File: src/fepd_pkg.sv
package fepd_pkg;
	// opcodes
	localparam logic [7:0] OP_WLATCH  = 8'h06;
	localparam logic [7:0] OP_SECTOR  = 8'h20;
	localparam logic [7:0] OP_BLK32   = 8'h52;
	localparam logic [7:0] OP_BLK64   = 8'hD8;
	localparam logic [7:0] OP_CHIP_A  = 8'h60;
	localparam logic [7:0] OP_CHIP_B  = 8'hC7;
	localparam logic [7:0] OP_PDOWN   = 8'hB9;
	localparam logic [7:0] OP_WAKE    = 8'hAB;
	// bit counts inside a frame
	localparam logic [5:0] BITS_OP    = 6'h08;
	localparam logic [5:0] BITS_ADDR  = 6'h20;
	// address field layout
	localparam int SECT_LSB  = 12;
	localparam int BLK32_LSB = 15;
	localparam int BLK64_LSB = 16;
	localparam int PROT_W    = 5;
	// timing at 20 MHz
	localparam int CLK_NS     = 50;
	localparam int T_SE_US    = 100;
	localparam int T_CE_US    = 1000;
	localparam int T_DP_NS    = 3000;
	localparam int T_RES_NS   = 20000;
	localparam int SE_CYC  = T_SE_US * 1000 / CLK_NS;
	localparam int CE_CYC  = T_CE_US * 1000 / CLK_NS;
	localparam int DP_CYC  = (T_DP_NS + CLK_NS - 1) / CLK_NS;
	localparam int RES_CYC = (T_RES_NS + CLK_NS - 1) / CLK_NS;
	localparam logic [7:0] ID_RESET = 8'h00;
endpackage : fepd_pkg

File: src/fepd_sync.sv
`timescale 1ns/1ps
// two-flop synchroniser for pin levels
module fepd_sync #(
	parameter int W = 1
) (
	input  wire logic         clk_i,
	input  wire logic         rstn_i,
	input  wire logic [W-1:0] d_i,
	output logic      [W-1:0] q_o
);
	logic [W-1:0] s1_q;

	// first stage feeds only the second
	always_ff @(posedge clk_i or negedge rstn_i)
	begin
		if (!rstn_i)
		begin
			s1_q <= '0;
			q_o  <= '0;
		end
		else
		begin
			s1_q <= d_i;
			q_o  <= s1_q;
		end
	end
endmodule : fepd_sync

File: src/fepd_core.sv
`timescale 1ns/1ps
module fepd_core #(
	parameter int SE_CYCLES  = fepd_pkg::SE_CYC,
	parameter int CE_CYCLES  = fepd_pkg::CE_CYC,
	parameter int RES_CYCLES = fepd_pkg::RES_CYC,
	parameter logic [7:0] DEVICE_ID = fepd_pkg::ID_RESET // arbitrary value
) (
	input  wire logic                        CLK_SYS_I,
	input  wire logic                        RSTN_I,
	input  wire logic                        CS_N_I,
	input  wire logic                        SCLK_I,
	input  wire logic                        SI_I,
	input  wire logic [fepd_pkg::PROT_W-1:0] PROTECT_FIELD_I,
	input  wire logic [4:0]                  PROT_BLOCKS_I,
	output logic                             SO_O,
	output logic                             SO_OE_O,
	output logic                             CYCLE_IN_PROGRESS_O,
	output logic                             WRITE_LATCH_O,
	output logic                             POWER_DOWN_O,
	output logic                             ERASE_STB_O,
	output logic [1:0]                       ERASE_KIND_O,
	output logic [23:0]                      ERASE_ADDR_O
);
	typedef enum logic [1:0] {
		FEPD_IDLE = 2'b00,
		FEPD_BUSY = 2'b01,
		FEPD_PDWN = 2'b10,
		FEPD_WAKE = 2'b11
	} fepd_mode_t;

	typedef struct packed {
		fepd_mode_t  mode;
		logic [31:0] cnt;
		logic [5:0]  bits;
		logic [7:0]  op;
		logic [23:0] addr;
		logic [2:0]  id_bit;
		logic        wlatch;
		logic        pd_pend;
		logic        so;
		logic        so_oe;
		logic        stb;
		logic [1:0]  kind;
		logic [23:0] eaddr;
		logic        cs_n;
		logic        sclk;
		logic        busy;
		logic        pdwn;
	} fepd_state_t;

	fepd_state_t s_q, s_d;
	logic [2:0]  pin_sync;
	logic        cs_n, sclk, si;
	logic        rise_clk, fall_clk, cs_rise, cs_fall;

	// pins pass two flops before use; select goes in inverted so the
	// synchroniser's zero reset reads as deselected, no false frame
	fepd_sync #(.W(3)) u_sync (
		.clk_i  (CLK_SYS_I),
		.rstn_i (RSTN_I),
		.d_i    ({~CS_N_I, SCLK_I, SI_I}),
		.q_o    (pin_sync)
	);
	assign cs_n = ~pin_sync[2];
	assign sclk = pin_sync[1];
	assign si   = pin_sync[0];

	// edge detect on synchronised copies
	assign rise_clk = sclk & ~s_q.sclk & ~cs_n;
	assign fall_clk = ~sclk & s_q.sclk & ~cs_n;
	assign cs_rise  = cs_n & ~s_q.cs_n;
	assign cs_fall  = ~cs_n & s_q.cs_n;

	// region protected: upper 64KB blocks counted from top
	function automatic logic prot_hit(input logic [23:0] a,
		input logic [4:0] n);
		logic [5:0] top;
		top = 6'h3F - {1'b0, n};
		prot_hit = (n != 5'h00) && ({1'b0, a[21:16]} > top);
	endfunction : prot_hit

	always_comb
	begin
		s_d      = s_q;
		s_d.cs_n = cs_n;
		s_d.sclk = sclk;
		s_d.stb  = 1'b0;
		// frame start resets shifter
		if (cs_fall)
		begin
			s_d.bits   = '0;
			s_d.id_bit = '0;
		end
		// sample on rising clock, msb first
		if (rise_clk && s_q.bits != 6'h3F)
		begin
			if (s_q.bits < fepd_pkg::BITS_OP)
				s_d.op = {s_q.op[6:0], si};
			else
				s_d.addr = {s_q.addr[22:0], si};
			s_d.bits = s_q.bits + 6'h01;
		end
		// identity out on falling clock after dummies
		if (fall_clk && s_q.op == fepd_pkg::OP_WAKE
			&& s_q.bits >= fepd_pkg::BITS_ADDR
			&& s_q.mode == FEPD_IDLE)
		begin
			s_d.so     = DEVICE_ID[3'h7 - s_q.id_bit];
			s_d.so_oe  = 1'b1;
			s_d.id_bit = s_q.id_bit + 3'h1; // wraps: repeats
		end
		if (cs_n)
			s_d.so_oe = 1'b0; // select high ends read
		// command decode at select rise
		if (cs_rise)
		begin
			unique case (s_q.mode)
				FEPD_IDLE:
				begin
					if (s_q.bits == fepd_pkg::BITS_OP)
					begin
						if (s_q.op == fepd_pkg::OP_WLATCH)
							s_d.wlatch = 1'b1;
						else if ((s_q.op == fepd_pkg::OP_CHIP_A
							|| s_q.op == fepd_pkg::OP_CHIP_B)
							&& s_q.wlatch
							&& PROTECT_FIELD_I == '0)
						begin
							s_d.mode  = FEPD_BUSY;
							s_d.cnt   = 32'(CE_CYCLES);
							s_d.stb   = 1'b1;
							s_d.kind  = 2'b11;
							s_d.eaddr = '0;
						end
						else if (s_q.op == fepd_pkg::OP_PDOWN)
						begin
							s_d.mode    = FEPD_BUSY; // wait delay
							s_d.pd_pend = 1'b1;
							s_d.cnt     = 32'(fepd_pkg::DP_CYC);
						end
					end
					else if (s_q.bits == fepd_pkg::BITS_ADDR
						&& s_q.wlatch
						&& !prot_hit(s_q.addr, PROT_BLOCKS_I))
					begin
						s_d.stb  = 1'b1;
						s_d.mode = FEPD_BUSY;
						s_d.cnt  = 32'(SE_CYCLES);
						if (s_q.op == fepd_pkg::OP_SECTOR)
						begin
							s_d.kind  = 2'b00;
							s_d.eaddr = {s_q.addr[23:fepd_pkg::SECT_LSB],
								12'h000};
						end
						else if (s_q.op == fepd_pkg::OP_BLK32)
						begin
							s_d.kind  = 2'b01;
							s_d.eaddr = {s_q.addr[23:fepd_pkg::BLK32_LSB],
								15'h0000};
						end
						else if (s_q.op == fepd_pkg::OP_BLK64)
						begin
							s_d.kind  = 2'b10;
							s_d.eaddr = {s_q.addr[23:fepd_pkg::BLK64_LSB],
								16'h0000};
						end
						else
						begin
							s_d.stb  = 1'b0; // not an erase
							s_d.mode = FEPD_IDLE;
						end
					end
				end
				// busy: power-down and wake refused
				FEPD_BUSY: ;
				FEPD_PDWN:
				begin
					if (s_q.bits >= fepd_pkg::BITS_OP
						&& s_q.op == fepd_pkg::OP_WAKE)
					begin
						s_d.mode = FEPD_WAKE;
						s_d.cnt  = 32'(RES_CYCLES);
					end
				end
				FEPD_WAKE: ; // nothing taken until released
			endcase
		end
		// self-timed cycle countdown
		if (s_q.mode == FEPD_BUSY || s_q.mode == FEPD_WAKE)
		begin
			if (s_q.cnt <= 32'd1)
			begin
				// standby after an erase or wake, power-down after the delay
				s_d.mode = s_q.pd_pend ? FEPD_PDWN : FEPD_IDLE;
				s_d.pd_pend = 1'b0;
				s_d.cnt = '0;
				if (!s_q.pd_pend && s_q.mode == FEPD_BUSY)
					s_d.wlatch = 1'b0; // cleared at cycle end
			end
			else
				s_d.cnt = s_q.cnt - 32'd1;
		end
		// flags decoded ahead so the ports come straight from flops
		// power-down delay is not an erase, so busy stays low
		s_d.busy = (s_d.mode == FEPD_BUSY) && !s_d.pd_pend;
		s_d.pdwn = (s_d.mode == FEPD_PDWN);
	end

	// all state in one register; reset lands in standby
	always_ff @(posedge CLK_SYS_I or negedge RSTN_I)
	begin
		if (!RSTN_I)
		begin
			s_q      <= '0;
			s_q.cs_n <= 1'b1;
			s_q.mode <= FEPD_IDLE;
		end
		else
			s_q <= s_d;
	end

	assign SO_O    = s_q.so;
	assign SO_OE_O = s_q.so_oe;
	// busy flag covers erase cycles only
	assign CYCLE_IN_PROGRESS_O = s_q.busy;
	assign WRITE_LATCH_O       = s_q.wlatch;
	assign POWER_DOWN_O        = s_q.pdwn;
	assign ERASE_STB_O         = s_q.stb;
	assign ERASE_KIND_O        = s_q.kind;
	assign ERASE_ADDR_O        = s_q.eaddr;
endmodule : fepd_core

File: config.mk
export PLATFORM = sky130hd
export DESIGN_NAME = fepd_core
export DESIGN_NICKNAME = d
export VERILOG_FILES = /design/src/fepd_pkg.sv /design/src/fepd_sync.sv /design/src/fepd_core.sv
export SDC_FILE = /design/constraint.sdc
export NUM_CORES = 1
export LEC_CHECK = 0
export ABC_AREA = 1
export BUFFER_PORTS_ARGS = -buffer_cell sky130_fd_sc_hd__buf_4
export CORE_MARGIN = 2
export CORE_UTILIZATION = 30
export CTS_CLUSTER_SIZE = 16
export DETAILED_ROUTE_END_ITERATION = 16
export PLACE_DENSITY = 0.55
export SLEW_MARGIN = 10
export SYNTH_ARGS = -nofsm -noshare
export SYNTH_HDL_FRONTEND = slang
export SYNTH_SLANG_ARGS = --single-unit
File: constraint.sdc
create_clock -name CLK_SYS_I -period 3.1 [get_ports CLK_SYS_I]
set_input_delay 0.155 -clock CLK_SYS_I [delete_from_list [all_inputs] [get_ports CLK_SYS_I]]
set_output_delay 0.155 -clock CLK_SYS_I [all_outputs]
set_load 0.005 [all_outputs]
# Word level (Yosys, flattened, before mapping)
# Memory sizes are Yosys's and may differ from the RTL's. A register that Yosys moved wholly into a read port is not among the register bits.
# Cells that the tools add are included.
# Widths: inputs -> output; s select.
[classes]
addsub = 5
bitwise_logic = 12
mux = 45
eq_ne = 23
n_reduce_logical = 31
order_cmp = 5
[ops]
columns = ["operator", "count"]
rows = [
  ["$mux 34", 8],
  ["$mux 27", 6],
  ["$mux 26", 3],
  ["$pmux 34 s2", 1],
  ["$mux 38", 1],
  ["$eq 8x8->1 const B", 4],
  ["$le 32x1->1 const B", 1],
  ["$mux 32", 1],
  ["$sub 32x1->32 const B", 1],
  ["$mux 24", 1],
  ["$eq 8x7->1 const B", 2],
  ["$mux 2", 7],
  ["$mux 1", 13],
  ["$logic_and 1x1->1", 12],
  ["$reduce_and 6->1", 2],
  ["$eq 8x3->1 const B", 1],
  ["$eq 8x6->1 const B", 1],
  ["$mux 8", 1],
  ["$reduce_bool 2->1", 4],
  ["$add 6x1->6 const B", 1],
  ["$and 1x1->1", 6],
  ["$eq 2x2->1 const B", 3],
  ["$eq 6x4->1 const B", 1],
  ["$eq 6x6->1 const B", 1],
  ["other kinds (26)", 39],
]
[totals]
reg_bits = 115
mem_bits_ro = 8
output_inout_bits = 32
word_cells = 140
n_memories = 1
[mem_list]
columns = ["name", "words", "word_bits", "rd", "rd_clocked_by_memory_dff", "write_ports", "line_no", "source"]
rows = [
  ["(no name shown)", 8, 1, 1, 1, 0, "fepd_core.sv:108", "s_d.so = DEVICE_ID[3'h7 - s_q.id_bit];"],
]

# Logic depth before layout (Yosys ltp)
[logic_depth]
ltp_word = 14
mapped_depth = 14
ltp_nobuf = 14

# Cells and area by module
# Synthesis repeated with hierarchy kept, for this count alone.
[hier_totals]
cells_unflattened = 703
hier_area_um2 = 5546.6
[modules_own_cells]
columns = ["module", "area_per_inst_um2", "cells_each", "seq_area_each_um2", "n_inst"]
rows = [
  ["fepd_core", 5396.4, 697, 2353.5, 1],
  ["fepd_sync", 150.1, 6, 150.1, 1],
]

# Worst setup path before layout
# Ideal clock, no wire load.
[synth_path]
path_type = "register to register"
start = "register s_q[70] (netlist name)"
end = "register s_q[38] (netlist name)"
arrival_ps = 1611
stages_incl_launch_ff = 12
period_less_slack_ps = 1736
path_slack_ps = 1364
setup_time_ps = 125
path_cell_list = "dfrtp_1 -> ha_1 -> nand2_1 -> inv_1 -> nand2_1 -> nor2_1 -> nand2_1 -> nand2_2 -> inv_1 -> nand2_2 -> buf_6 -> mux2_2"
[synth_via]
elab_chain_len = 3
word_cells_on_any_way = 5
[synth_rtl]
columns = ["element", "line_no", "source"]
rows = [
  ["start: declaration", "fepd_core.sv:51", "fepd_state_t s_q, s_d;"],
  ["$lt 6x4->1 / $ne 6x6->1 (equally long branches)", "fepd_core.sv:97, fepd_core.sv:95", ""],
  ["$not 1->1 (no line) / $logic_and 1x1->1 (equally long branches)", "n/a", ""],
  ["$reduce_and 2->1 (no line) (*)", "n/a", ""],
]
# Mark *: on every way between the ends. The rest lies on a longest branch, timed or not.
# A chain may end at the register's enable or synchronous reset.

# Worst setup path in the final report
[layout_path]
start = "register s_q[70] (netlist name)"
end = "register s_q[43] (netlist name)"
# Same word-level chain as after synthesis.

==> summary.txt <==
Status
  – Status: finished, final reports clean

Worst setup path
  – Worst-path cell chain: ha_1 -> nand2_1 -> inv_1 -> nand2_1 -> nor2_1 -> nand2_1 -> nand2_2 -> inv_1 -> nand2_2 -> mux2_2
  – Kind of critical path: reg -> reg
  – Crit path arrival time: 2.45 ns
  – CP startpoint: s_q[70]
  – Crit path capture type: flop
  – Flop-to-flop setup slack: 0.88 ns
  – Crit path capture: s_q[43]
  – Delay-heaviest family, CP: simple AND/OR/NAND/NOR gates
  – Slowest cell on crit path: nand2_2
  – Slowest stage delay, CP: 0.45 ns
  – Critical R2R Capture: s_q[43]
  – R2r startpoint: s_q[70]
  – Req. time, crit path: 3.33 ns
  – Buf+Inv Stages, Crit Path: 2
  – Most Frequent Cell on Critical Path: nand2_1
  – CP Max Fanout: 30
  – WP depth: 10
  – CP Launch Type: flop
  – R2R depth: 10

Global route
  – Initial antenna violation count: 0
  – Vias in the first global route: 4086
  – Gr ovfl total: 0
  – First-pass GRT wire length: 19700 um
  – Largest net degree at the start of global routing: 57
  – GR Util All Layers: 0.122

Floorplan
  – Initial core utilization: 0.304
  – Full die area: 0.0200 mm2
  – Core area: 0.0186 mm2
  – Die W: 141 um
  – I/O pin count: 47
  – Die Y: 141 um
  – Row cnt: 50

CTS
  – Clock Pin Slew Worst Setup and Hold Paths: 0.07 ns
  – Post CTS Setup Buffer Count: 0
  – Resized Gates After CTS: 0
  – Hold-fix buffers at CTS: 4
  – CTS Sinks: 100
  – Skew-Pair Late Insertion Delay: 0.35 ns
  – TritonCTS clock tree: built
  – CTS max path bufs: 2
  – # H-tree levels: 3
  – Cts bufs inserted: 9
  – Root Buffer: clkbuf_16

Logic synthesis
  – Area contributors post-synth: dfrtp_1 (44%), nand2_1 (13%), nor2_1 (6.0%)
  – Yosys reg bits: 100
  – Mapped Cells: 705
  – Syn Area/Cell: 8.04 um2
  – Synth Flop Type: dfrtp_1
  – Top-area cell type share of the netlist area: 0.437
  – Synth warn: 0
  – Top cell type by total area after synthesis: dfrtp_1
  – Number of enable flip-flop cells after synthesis: 0
  – Post-synth cell types: 40
  – Post-Syn Area: 0.00567 mm2
  – Register area share after synthesis: 0.442
  – Async set-reset flop share out of synthesis: 1.00

Placed design
  – Placer Congestion: 0.835
  – # port buffers: 33
  – Post-DP HPWL: 8360 um
  – Cell count after placement: 945

STA
  – Pins Over Slew Limit: 0
  – Slew headroom: 0.418
  – Worst-margin pin slew: 0.870 ns
  – Fmax: 451 MHz
  – Crit share post-route: 0.716
  – Hold Vio Cnt, Final: 0
  – Clk_skew: 0.00839 ns
  – Fin crit period: 2.22 ns
  – Endpoints failing setup: 0
  – RSZ-0062 raised after global routing: false
  – Total negative slack: 0 ns

Drt
  – Wire per inst: 11.8 um
  – Post-route DRC: 0
  – Via count: 4255
  – Iter 0 DRT Violations: 208
  – DRT Pass-1 Iters: 4
  – Final wirelength: 11400 um
  – Via density: 4.41
  – ANT nets after route: 0

Pwr
  – Worst vdd ir: 213 uV
  – P per Cell Area: 420 mW/mm2
  – Leakage: 0.00293 uW

Layout
  – Layout cells sized above 1: 0.157
  – # nets final: 750
  – Final core occ: 0.337
  – Synth-to-Final Area Change: 10.9%
  – Layout Cells excl Fill: 965
  – Ant diodes: 0

Hold path
  – Hold path start: PROTECT_FIELD_I[1]
  – Worst hold path class: in -> reg

Run
  – Max-cap viol count: 0
## cell usage in the layout, fill, tap and decap left out, types with 9 or more instances in the layout
cell type	Yosys	final
mux2_2	18	18
nor3_1	9	9
nor2_1	91	91
ha_1	9	9
dfrtp_1	99	99
nand3_1	33	33
o21ai_0	29	29
conb_1	1	13
inv_1	67	67
clkbuf_16	0	9
xor2_1	15	15
buf_4	28	34
o21ai_2	12	12
nand2_1	202	202
## state kept, by name, indices dropped and copies added, names as in the netlist, 2 cells and up
register / cells
s_q: 75
ERASE_ADDR_O: 12
u_sync.q_o: 3
u_sync.s1_q: 3
ERASE_KIND_O: 2
## layer usage
metal / wire length [um] / share of wire / track usage / up-vias
met2: 5040 / 0.44 / 0.188 / 39
met3: 260 / 0.023 / 0.0202 / 13
met5: 0 / 0 / 0 / -
li1: - / - / - / 2244
met4: 239 / 0.021 / 0.0542 / 0
met1: 5820 / 0.51 / 0.168 / 1959
## Yosys cell counts (5+ instances only)
| cell | instances |
|---|---|
| inv_1 | 67 |
| nand4_1 | 8 |
| a21oi_1 | 8 |
| buf_4 | 28 |
| nand2_2 | 7 |
| xnor2_1 | 8 |
| xor2_1 | 15 |
| nor2_1 | 91 |
| nand3_1 | 33 |
| dfrtp_1 | 99 |
| nor3_1 | 9 |
| nor4_1 | 5 |
| ha_1 | 9 |
| nand2_1 | 202 |
| o21ai_0 | 29 |
| o21ai_2 | 12 |
| mux2_2 | 18 |
| nor2_2 | 7 |
| buf_6 | 8 |
## worst reg2reg max path: cells and delay by family, from the launching register on
| family | cells | cell delay (ns) |
|---|---|---|
| DFF | 1 | 0.44 |
| buffers and inverters | 2 | 0.16 |
| adders and majority gates | 1 | 0.22 |
| and+or+nand+nor | 6 | 0.87 |
| muxes | 1 | 0.42 |
## metrics by stage
step | cell area (um2) | power [uW] | hold slack [ns] | setup slack [ns]
after global placement | 5960 | 1570 | 0.210 | 0.914
final | 6280 | 2640 | 0.261 | 0.881
after global routing | 6280 | 2770 | 0.256 | 0.677
after detailed placement | 5960 | 1580 | 0.208 | 0.859
after floorplan | 5710 | 1510 | -0.141 | 1.36
after CTS | 6280 | 2690 | 0.228 | 0.846
## cell families after synthesis
kind of cell / share of synthesized area
AO/OA/AOI/OAI: 0.0660
XOR/XNOR: 0.0355
adder cells (fa/ha/maj): 0.0199
buffers and inverters: 0.104
flip-flops: 0.442
multiplexers: 0.0358
other: 0.000662
AND/OR/NAND/NOR: 0.296
## cell type report
class / instances / area (um2)
fill: 1981 / 12400
clock inverter: 5 / 43.8
multi-input combinational: 505 / 2620
timing repair buffer: 39 / 315
tap: 234 / 293
clock buffer: 11 / 243
inverter: 71 / 267
sequential: 100 / 2500
## where the power goes
group          switching [uW]  internal [uW]  leakage [uW]
Clock                     510            577      0.000134
Combinational             127           56.5       0.00158
Sequential               30.4           1340       0.00121
## how the worst min path moves through the flow
stage                     endpoint  slack, ns  cells after the start
2_1_floorplan  CYCLE_IN_PROGRESS_O      -0.14                      0
3_5_place_dp               s_q[48]       0.21                      1
4_1_cts                ERASE_STB_O       0.23                      4
5_1_grt                ERASE_STB_O       0.26                      4
6_report               ERASE_STB_O       0.26                      4
3_3_place_gp               s_q[49]       0.21                      1
(Power assumes the default switching activity.)
